`config.mk`:
```
export PLATFORM = sky130hd
export DESIGN_NAME = osc_pll_doze_ctrl
export DESIGN_NICKNAME = d
export VERILOG_FILES = /design/src/hw/clk_ctrl_pkg.sv /design/src/hw/osc_pll_doze_ctrl.sv
export SDC_FILE = /design/constraint.sdc
export NUM_CORES = 1
export LEC_CHECK = 0
export ABC_AREA = 1
export BUFFER_PORTS_ARGS = -buffer_cell sky130_fd_sc_hd__buf_4
export CAP_MARGIN = 20
export CELL_PAD_IN_SITES_DETAIL_PLACEMENT = 1
export CELL_PAD_IN_SITES_GLOBAL_PLACEMENT = 2
export CORE_MARGIN = 3
export CORE_UTILIZATION = 39
export CTS_BUF_LIST = sky130_fd_sc_hd__clkbuf_4
export CTS_CLUSTER_DIAMETER = 80
export DETAILED_ROUTE_END_ITERATION = 7
export PLACE_DENSITY_LB_ADDON = 0.1
export SLEW_MARGIN = 25
export SYNTH_ARGS = -nofsm -noshare
export SYNTH_HDL_FRONTEND = slang
export SYNTH_SLANG_ARGS = --single-unit
```
`constraint.sdc`:
```
create_clock -name clk -period 97.2 [get_ports clk]
set_clock_uncertainty 0.05 [all_clocks]
set_input_delay 24.3 -clock clk [delete_from_list [all_inputs] [get_ports clk]]
set_output_delay 24.3 -clock clk [all_outputs]
set_load 0.02 [all_outputs]
```
`src/hw/clk_ctrl_pkg.sv`:
```
/*
  constants for the oscillator, pll and doze control block: register offsets,
  field positions, power-on values, source codes, switch states and timing.
  assumes a 20 MHz core clock and a 32-bit avalon-mm register bus.
*/
package clk_ctrl_pkg;

  // bus geometry
  localparam int          ADDR_W          = 4;
  localparam logic [3:0]  OFF_OSC_CTRL    = 4'h0;
  localparam logic [3:0]  OFF_CLK_DIV     = 4'h4;
  localparam logic [3:0]  OFF_PLL_FBD     = 4'h8;
  localparam logic [3:0]  OFF_UNLOCK      = 4'hC;

  // unlock keys, written in this order to the unlock register
  localparam logic [7:0]  UNLOCK_KEY1     = 8'hA5;
  localparam logic [7:0]  UNLOCK_KEY2     = 8'h5A;

  // oscillator_control fields
  localparam int          OSC_CUR_LSB     = 12;
  localparam int          OSC_NEW_LSB     = 8;
  localparam int          OSC_CFGLOCK_BIT = 7;
  localparam int          OSC_IO_MAP_LOCK_BIT  = 6;
  localparam int          OSC_PLLLOCK_BIT = 5;
  localparam int          OSC_FAIL_BIT    = 3;
  localparam int          OSC_SECEN_BIT   = 1;
  localparam int          OSC_SWREQ_BIT   = 0;

  // clock_divisor fields
  localparam int          DIV_ROI_BIT     = 15;
  localparam int          DIV_DOZE_LSB    = 12;
  localparam int          DIV_REDUCTION_ENABLE_BIT   = 11;
  localparam int          DIV_FRC_LSB     = 8;
  localparam int          DIV_POST_LSB    = 6;
  localparam int          DIV_PRE_LSB     = 0;

  // power-on values and the reserved post divider code
  localparam logic [15:0] OSC_CTRL_RESET  = 16'h0000;
  localparam logic [15:0] CLK_DIV_RESET   = 16'h3040;
  localparam logic [15:0] PLL_FBD_RESET   = 16'h0030;
  localparam logic [1:0]  POST_RESERVED   = 2'h2;

  // oscillator source codes
  typedef enum logic [2:0] {
    SRC_FRC       = 3'h0,
    SRC_FRC_PLL   = 3'h1,
    SRC_PRI       = 3'h2,
    SRC_PRI_PLL   = 3'h3,
    SRC_SEC       = 3'h4,
    SRC_LOW_POWER_RC_OSC      = 3'h5,
    SRC_FRC_DIV16 = 3'h6,
    SRC_FRC_POST  = 3'h7
  } osc_src_t;

  // clock switch sequencer
  typedef enum logic [2:0] {
    SW_IDLE = 3'b001,
    SW_WAIT = 3'b010,
    SW_LOCK = 3'b100
  } sw_state_t;

  // timing
  localparam int          CLK_NS          = 50;
  localparam int          SWITCH_NS       = 500;
  localparam int          SWITCH_CYC      = (SWITCH_NS + CLK_NS - 1) / CLK_NS;
  localparam int          PLL_START_NS    = 100000;
  localparam int          PLL_START_CYC   = (PLL_START_NS + CLK_NS - 1) / CLK_NS;
  localparam int          TMR_W           = 12;

endpackage

```
`src/hw/osc_pll_doze_ctrl.sv`:
```
/*
  oscillator source selection, clock switch sequencing, pll divider settings,
  pll lock and clock fail status, and processor clock reduction (doze).
  assumes an avalon-mm master with waitrequest, a power-on reset on rst_n and
  synchronous inputs from the pll, clock monitor and interrupt controller.
*/
`timescale 1ns/1ps
module osc_pll_doze_ctrl #(
  parameter int FREQ_W = 16
) (
  // clock, power-on reset, clock enable, other reset sources
  input  wire logic                          clk,
  input  wire logic                          rst_n,
  input  wire logic                          clk_en,
  input  wire logic                          other_reset,
  // avalon-mm slave
  input  wire logic [clk_ctrl_pkg::ADDR_W-1:0] avs_address,
  input  wire logic                          avs_read,
  input  wire logic                          avs_write,
  input  wire logic [31:0]                   avs_writedata,
  input  wire logic [3:0]                    avs_byteenable,
  output logic      [31:0]                   avs_readdata,
  output logic                               avs_waitrequest,
  // status from the clock system
  input  wire logic                          failsafe_switch_cfg,
  input  wire logic                          pll_locked_in,
  input  wire logic                          clock_fail_event,
  input  wire logic                          irq_any,
  input  wire logic [FREQ_W-1:0]             pll_in_khz,
  // clock path controls
  output logic      [2:0]                    cur_source,
  output logic      [3:0]                    osc_sel_onehot,
  output logic                               pll_enable,
  output logic      [8:0]                    frc_divisor,
  output logic      [FREQ_W+9:0]             pll_out_khz,
  output logic                               secondary_osc_on,
  output logic                               io_map_locked,
  output logic                               cpu_clk_en
);
  import clk_ctrl_pkg::*;

  logic              wait_q;
  logic [31:0]       rdata_q;
  logic [15:0]       rd_mux;
  logic              wr_acc;
  logic [15:0]       wmerged;
  logic              key1_q;
  logic              armed_q;
  logic              osc_wr;
  logic              div_wr;
  logic              fbd_wr;
  logic              cfg_locked;
  logic [2:0]        cur_src_q;
  logic [2:0]        new_src_q;
  logic              cfg_lock_q;
  logic              io_lock_q;
  logic              pll_lock_q;
  logic              fail_q;
  logic              sec_en_q;
  logic              sw_req_q;
  logic              roi_q;
  logic [2:0]        doze_q;
  logic              reduction_enable_q;
  logic [2:0]        fast_rc_postscale_q;
  logic [1:0]        post_q;
  logic [4:0]        pre_q;
  logic [8:0]        fbd_q;
  sw_state_t         sw_state_q;
  logic [2:0]        tgt_q;
  logic [TMR_W-1:0]  sw_cnt_q;
  logic              sw_done;
  logic              pll_on;
  logic [TMR_W-1:0]  pll_tmr_q;
  logic [2:0]        doze_eff;
  logic [6:0]        doze_cnt_q;
  logic [6:0]        doze_mask;
  logic [3:0]        sel_d;
  logic [8:0]        frc_div_d;
  logic [9:0]        mult;
  logic [5:0]        pre_ratio;
  logic [3:0]        post_ratio;

  // pll is used by the two pll-fed source codes only
  function automatic logic src_uses_pll(input logic [2:0] s);
    src_uses_pll = (s == SRC_FRC_PLL) || (s == SRC_PRI_PLL);
  endfunction

  // byte lanes above lane 1 (bits above 15) are not implemented
  function automatic logic [15:0] lane_merge(input logic [15:0] old,
                                             input logic [31:0] wd,
                                             input logic [3:0]  be);
    lane_merge = {be[1] ? wd[15:8] : old[15:8], be[0] ? wd[7:0] : old[7:0]};
  endfunction

  // bus handshake: answer one cycle after the request is seen
  always_ff @(posedge clk or negedge rst_n) begin
    if (!rst_n) begin
      wait_q  <= 1'b1;
      rdata_q <= 32'h0000_0000;
    end else if (clk_en) begin
      if (other_reset) begin
        wait_q <= 1'b1;
      end else if ((avs_read || avs_write) && wait_q) begin
        wait_q  <= 1'b0;
        rdata_q <= {16'h0000, rd_mux};
      end else begin
        wait_q <= 1'b1;
      end
    end
  end

  assign avs_waitrequest = wait_q;
  assign avs_readdata    = rdata_q;
  assign wr_acc          = avs_write && !wait_q && !other_reset;

  always_comb begin
    rd_mux = 16'h0000;
    case (avs_address)
      OFF_OSC_CTRL: begin
        rd_mux = {1'b0, cur_src_q, 1'b0, new_src_q, cfg_lock_q, io_lock_q,
                  pll_lock_q, 1'b0, fail_q, 1'b0, sec_en_q, sw_req_q};
      end
      OFF_CLK_DIV: begin
        rd_mux = {roi_q, doze_q, reduction_enable_q, fast_rc_postscale_q, post_q, 1'b0, pre_q};
      end
      OFF_PLL_FBD: begin
        rd_mux = {7'h00, fbd_q};
      end
      OFF_UNLOCK: begin
        rd_mux = {15'h0000, armed_q};
      end
      default: begin
        rd_mux = 16'h0000;
      end
    endcase
  end

  always_comb begin
    wmerged = 16'h0000;
    case (avs_address)
      OFF_OSC_CTRL: begin
        wmerged = lane_merge(rd_mux, avs_writedata, avs_byteenable);
      end
      OFF_CLK_DIV: begin
        wmerged = lane_merge(rd_mux, avs_writedata, avs_byteenable);
      end
      OFF_PLL_FBD: begin
        wmerged = lane_merge(rd_mux, avs_writedata, avs_byteenable);
      end
      default: begin
        wmerged = avs_writedata[15:0];
      end
    endcase
  end

  assign osc_wr = wr_acc && (avs_address == OFF_OSC_CTRL) && armed_q;
  assign div_wr = wr_acc && (avs_address == OFF_CLK_DIV);
  assign fbd_wr = wr_acc && (avs_address == OFF_PLL_FBD);

  assign cfg_locked = cfg_lock_q && failsafe_switch_cfg;

  always_ff @(posedge clk or negedge rst_n) begin
    if (!rst_n) begin
      key1_q  <= 1'b0;
      armed_q <= 1'b0;
    end else if (clk_en) begin
      if (other_reset) begin
        key1_q  <= 1'b0;
        armed_q <= 1'b0;
      end else if (wr_acc) begin
        if (avs_address == OFF_UNLOCK && avs_byteenable[0]) begin
          key1_q  <= (avs_writedata[7:0] == UNLOCK_KEY1);
          armed_q <= key1_q && (avs_writedata[7:0] == UNLOCK_KEY2);
        end else begin
          // any other write, including the guarded one, spends the unlock
          key1_q  <= 1'b0;
          armed_q <= 1'b0;
        end
      end
    end
  end

  always_ff @(posedge clk or negedge rst_n) begin
    if (!rst_n) begin
      new_src_q  <= OSC_CTRL_RESET[OSC_NEW_LSB +: 3];
      cfg_lock_q <= OSC_CTRL_RESET[OSC_CFGLOCK_BIT];
      io_lock_q  <= OSC_CTRL_RESET[OSC_IO_MAP_LOCK_BIT];
      sec_en_q   <= OSC_CTRL_RESET[OSC_SECEN_BIT];
      fail_q     <= OSC_CTRL_RESET[OSC_FAIL_BIT];
      sw_req_q   <= OSC_CTRL_RESET[OSC_SWREQ_BIT];
    end else if (clk_en) begin
      if (osc_wr && !cfg_locked) begin
        new_src_q  <= wmerged[OSC_NEW_LSB +: 3];
        cfg_lock_q <= wmerged[OSC_CFGLOCK_BIT];
      end
      if (osc_wr) begin
        io_lock_q <= wmerged[OSC_IO_MAP_LOCK_BIT];
        sec_en_q  <= wmerged[OSC_SECEN_BIT];
      end
      fail_q <= clock_fail_event || (fail_q && !(osc_wr && !wmerged[OSC_FAIL_BIT]));
      // request set by software, cleared on completion
      sw_req_q <= (osc_wr && !cfg_locked && wmerged[OSC_SWREQ_BIT]) ||
                  (sw_req_q && !sw_done);
    end
  end

  always_ff @(posedge clk or negedge rst_n) begin
    if (!rst_n) begin
      roi_q    <= CLK_DIV_RESET[DIV_ROI_BIT];
      doze_q   <= CLK_DIV_RESET[DIV_DOZE_LSB +: 3];
      reduction_enable_q  <= CLK_DIV_RESET[DIV_REDUCTION_ENABLE_BIT];
      fast_rc_postscale_q <= CLK_DIV_RESET[DIV_FRC_LSB +: 3];
      post_q   <= CLK_DIV_RESET[DIV_POST_LSB +: 2];
      pre_q    <= CLK_DIV_RESET[DIV_PRE_LSB +: 5];
    end else if (clk_en) begin
      if (div_wr) begin
        roi_q <= wmerged[DIV_ROI_BIT];
        if (!reduction_enable_q) begin
          doze_q <= wmerged[DIV_DOZE_LSB +: 3];
        end
        reduction_enable_q <= wmerged[DIV_REDUCTION_ENABLE_BIT] && (doze_eff != 3'h0);
        if (!cfg_locked) begin
          fast_rc_postscale_q <= wmerged[DIV_FRC_LSB +: 3];
          pre_q    <= wmerged[DIV_PRE_LSB +: 5];
          if (wmerged[DIV_POST_LSB +: 2] != POST_RESERVED) begin
            post_q <= wmerged[DIV_POST_LSB +: 2];
          end
        end
      end
      if (roi_q && irq_any) begin
        reduction_enable_q <= 1'b0;
      end
    end
  end

  // the field that will hold after this write, for the enable check
  assign doze_eff = reduction_enable_q ? doze_q : wmerged[DIV_DOZE_LSB +: 3];

  always_ff @(posedge clk or negedge rst_n) begin
    if (!rst_n) begin
      fbd_q <= PLL_FBD_RESET[8:0];
    end else if (clk_en) begin
      if (fbd_wr && !cfg_locked) begin
        fbd_q <= wmerged[8:0];
      end
    end
  end

  assign sw_done = ((sw_state_q == SW_WAIT) && (sw_cnt_q == '0) && !src_uses_pll(tgt_q)) ||
                   ((sw_state_q == SW_LOCK) && pll_lock_q);

  always_ff @(posedge clk or negedge rst_n) begin
    if (!rst_n) begin
      sw_state_q <= SW_IDLE;
      tgt_q      <= 3'h0;
      sw_cnt_q   <= '0;
    end else if (clk_en) begin
      if (other_reset) begin
        sw_state_q <= SW_IDLE;
        sw_cnt_q   <= '0;
      end else begin
        case (sw_state_q)
          SW_IDLE: begin
            if (sw_req_q) begin
              tgt_q      <= new_src_q;
              sw_cnt_q   <= TMR_W'(SWITCH_CYC - 1);
              sw_state_q <= SW_WAIT;
            end
          end
          SW_WAIT: begin
            if (sw_cnt_q != '0) begin
              sw_cnt_q <= sw_cnt_q - 1'b1;
            end else if (src_uses_pll(tgt_q)) begin
              sw_state_q <= SW_LOCK;
            end else begin
              sw_state_q <= SW_IDLE;
            end
          end
          SW_LOCK: begin
            if (pll_lock_q) begin
              sw_state_q <= SW_IDLE;
            end
          end
          default: begin
            sw_state_q <= SW_IDLE;
          end
        endcase
      end
    end
  end

  // current source lives in oscillator_control, so power-on reset only
  always_ff @(posedge clk or negedge rst_n) begin
    if (!rst_n) begin
      cur_src_q <= OSC_CTRL_RESET[OSC_CUR_LSB +: 3];
    end else if (clk_en) begin
      if (sw_done) begin
        cur_src_q <= tgt_q;
      end
    end
  end

  // pll runs for the active source and while switching onto a pll source
  assign pll_on = src_uses_pll(cur_src_q) ||
                  ((sw_state_q != SW_IDLE) && src_uses_pll(tgt_q));

  always_ff @(posedge clk or negedge rst_n) begin
    if (!rst_n) begin
      pll_tmr_q  <= TMR_W'(PLL_START_CYC);
      pll_lock_q <= 1'b0;
    end else if (clk_en) begin
      if (other_reset || !pll_on) begin
        pll_tmr_q  <= TMR_W'(PLL_START_CYC);
        pll_lock_q <= 1'b0;
      end else begin
        if (pll_tmr_q != '0) begin
          pll_tmr_q <= pll_tmr_q - 1'b1;
        end
        pll_lock_q <= pll_locked_in || (pll_tmr_q == '0);
      end
    end
  end

  // divide by two to the field value
  assign doze_mask = 7'((8'h01 << doze_q) - 8'h01);

  always_ff @(posedge clk or negedge rst_n) begin
    if (!rst_n) begin
      doze_cnt_q <= 7'h00;
      cpu_clk_en <= 1'b1;
    end else if (clk_en) begin
      if (other_reset || !reduction_enable_q) begin
        doze_cnt_q <= 7'h00;
        cpu_clk_en <= 1'b1;
      end else begin
        doze_cnt_q <= (doze_cnt_q + 7'h01) & doze_mask;
        cpu_clk_en <= ((doze_cnt_q & doze_mask) == 7'h00);
      end
    end
  end

  always_comb begin
    sel_d     = 4'h0;
    frc_div_d = 9'h001;
    case (cur_src_q)
      SRC_FRC: begin
        sel_d = 4'h1;
      end
      SRC_FRC_PLL: begin
        sel_d     = 4'h1;
        frc_div_d = 9'(9'h001 << fast_rc_postscale_q);
      end
      SRC_PRI: begin
        sel_d = 4'h2;
      end
      SRC_PRI_PLL: begin
        sel_d = 4'h2;
      end
      SRC_SEC: begin
        sel_d = 4'h4;
      end
      SRC_LOW_POWER_RC_OSC: begin
        sel_d = 4'h8;
      end
      SRC_FRC_DIV16: begin
        sel_d     = 4'h1;
        frc_div_d = 9'h010;
      end
      SRC_FRC_POST: begin
        sel_d     = 4'h1;
        frc_div_d = 9'(9'h001 << fast_rc_postscale_q);
      end
      default: begin
        sel_d = 4'h1;
      end
    endcase
    if ((cur_src_q == SRC_FRC_PLL || cur_src_q == SRC_FRC_POST) && fast_rc_postscale_q == 3'h7) begin
      frc_div_d = 9'h100;
    end
  end

  assign mult       = {1'b0, fbd_q} + 10'h002;
  assign pre_ratio  = {1'b0, pre_q} + 6'h02;
  assign post_ratio = (post_q == 2'h3) ? 4'h8 : 4'(4'h2 << post_q);

  always_ff @(posedge clk or negedge rst_n) begin
    if (!rst_n) begin
      cur_source       <= 3'h0;
      osc_sel_onehot   <= 4'h1;
      frc_divisor      <= 9'h001;
      pll_enable       <= 1'b0;
      pll_out_khz      <= '0;
      secondary_osc_on <= 1'b0;
      io_map_locked    <= 1'b0;
    end else if (clk_en) begin
      cur_source       <= cur_src_q;
      osc_sel_onehot   <= sel_d;
      frc_divisor      <= frc_div_d;
      pll_enable       <= pll_on;
      pll_out_khz      <= (FREQ_W+10)'(({10'h000, pll_in_khz} * {{FREQ_W{1'b0}}, mult}) /
                           ({(FREQ_W+10){1'b0}} | (pre_ratio * post_ratio)));
      secondary_osc_on <= sec_en_q;
      io_map_locked    <= io_lock_q;
    end
  end

endmodule
```
==> flow_summary.toml <==
[run_status]
status = "complete, no violations"

[layout]
finalNetCount = 4404
fin_area_um2 = 27900
final_cells = 4832
syn_to_final_growth_pct = 7.32
final_common_cell = "nand2_1"
final_layout_size_suffix_gt1_share_pct = 13.3
final_util_pct = 42.4
final_cell_mix = "nand2_1 (966), inv_1 (602), nor2_1 (321)"

[synthesis]
synth_area_um2 = 26000
synthFlopType = "dfrtp_1"
seq_area_frac_synth_pct = 13.4
ys_top_cells_by_area = "nand2_1 (14%), ha_1 (13%), dfrtp_1 (12%)"
synthCells = 3871
synth_edf_count = 0
synth_top_area_cell = "nand2_1"
yosys_warnings = 0
synth_top_area_share_pct = 13.9
ys_ff_latch = 138
syn_area_per_cell_um2 = 6.71
ys_types = 83
synthArstFlopShare_pct = 100

[detailed_routing]
vias_per_cell = 5.04
wl_met1_mm = 37.8
routed_wl_mm = 74.8
wl_met3_mm = 1.17
drc_errors = 0
vias = 24400
drt-pass1-iter-count = 4
wire_per_inst_um = 15.5
drt_iter0_markers = 777
met2_length_mm = 35.4
top_layer_used = "met4"
ant_nets = 0

[critical_path]
critPathSlowestCell = "nor2_2"
crit_fanout = 21
reg2reg_slack_ns = 29.85
critical_path.max_stage_delay_ns = 0.70
worstSetupPathType = "input pin to register"
cp.arrival_ns = 89.62
cp.required_ns = 97.64
startpoint_type = "input pin"
path_common_cell = "nand2_1"
cp-end-kind = "register"

[timing]
finalMaxSlewViolations = 0
slew_headroom_pct = 39.7
tns_ns = 0
final-hold-violation-count = 0
worstMarginPinSlew_ns = 0.904
fmax_mhz = 11.2
setup_viol = 0
fin_crit_ns = 89.18
fin_crit_sh_pct = 91.7
rsz0062_at_grt = "false"

[clock_tree]
clock_sinks = 138
holdBufCountCts = 0
postCtsResizedCells = 0
clkLatencyLatePin_ns = 0.60
clk_pin_slew_worst_paths_ns = 0.16
numCtsBuffers = 17
cts_max_path_buffers = 2
cts.htree.levels = 4
cts_tree = "done"
cts_root_buf = "clkbuf_4"
post_cts_buffers = 0

[global_route]
grt_max_degree = 81
globalRoute.totalOverflow = 0
first_global_vias = 25000
grt_usage_pct = 21.6
antenna_found_initial = 1
grt_pass1_wl_mm = 127

[placement]
place.gp.congestion = 0.823
placed_area_um2 = 27600
dpl.cell_count = 4799
dp_hpwl_mm = 62.4
port_buffers = 110

[die]
fp.dieH_um = 264
boundaryPins = 145
dieArea_um2 = 69800
start_util_pct = 39.5
die_w_um = 264
rows = 94
coreArea_um2 = 65900

[min_path]
hold_path.class = "register to register"

[flow_run]
max_cap_viol_count = 0
[final timing paths]
path	endpoint	depth (start not counted)	start
min reg2reg	osc_sel_onehot[0]	2	osc_sel_onehot[0]
max in group asynchronous	sw_cnt_q[5]	2	rst_n
max	pll_out_khz[0]	385	pll_in_khz[5]
min	osc_sel_onehot[0]	2	osc_sel_onehot[0]
min in group asynchronous	doze_cnt_q[6]	1	rst_n
max reg2reg	pll_out_khz[0]	385	fbd_q[1]
[flip-flops by register name, summed over array words and instances (netlist names), 2 cells and up]
| name | cells |
|---|---|
| pll_out_khz | 26 |
| avs_readdata | 16 |
| pll_tmr_q | 12 |
| sw_cnt_q | 12 |
| fbd_q | 9 |
| frc_divisor | 9 |
| doze_cnt_q | 7 |
| pre_q | 5 |
| osc_sel_onehot | 4 |
| cur_source | 3 |
| cur_src_q | 3 |
| doze_q | 3 |
| fast_rc_postscale_q | 3 |
| new_src_q | 3 |
| sw_state_q | 3 |
| tgt_q | 3 |
| post_q | 2 |
[cells by family after synthesis]
kind of cell | count (synthesis) | synth area share, %
muxes | 2 | 0.0770
xor gates and xnor gates | 146 | 5.01
AOI/OAI and AO/OA | 532 | 11.7
buffers and inverters | 738 | 11.7
and+or+nand+nor | 1930 | 36.4
adders and majority gates | 384 | 21.8
DFF | 138 | 13.4
other | 1 | 0.0144
[per-stage QoR]
step,hold slack (ns),setup WS (ns)
floorplan,0.403,17.44
finish,0.430,8.02
global route,0.459,0.106
detailed placement,0.410,6.65
global placement,0.407,7.41
CTS,0.431,7.11
[final cells by class]
class                      instances  area (um^2)
timing repair buffer             128          965
inverter                         659         2530
clock inverter                    15          148
sequential                       138         3470
multi-input combinational       3010        19600
clock buffer                      17          128
fill                            8741        38000
antenna                            1         2.50
tap                              864         1080
[layer usage]
layer  vias up  GRT usage [%]
met4         0           2.22
met3        25           1.29
met1     11700           30.4
met5         -              0
li1      12500              -
met2       145           37.7
[cells in the mapped netlist, drive strengths merged, types with 46 or more instances]
master and count:
a21oi 130, clkbuf 46, dfrtp 122, fa 115, ha 269, inv 637
nand2 1104, nand3 275, nand4 70, nor2 378, nor3 50, o21ai 283
xnor2 62, xor2 84
[worst max-delay path, delay by kind of cell]
family / cells / cell delay, ns
fa+ha+maj: 31 / 11.03
simple gates: 157 / 21.60
compound gates: 131 / 25.19
buf+inv: 65 / 6.98
xor+xnor: 1 / 0.24
Power is not shown: default switching activity piles up to over one toggle a cycle in this logic, so the estimate is an artifact.
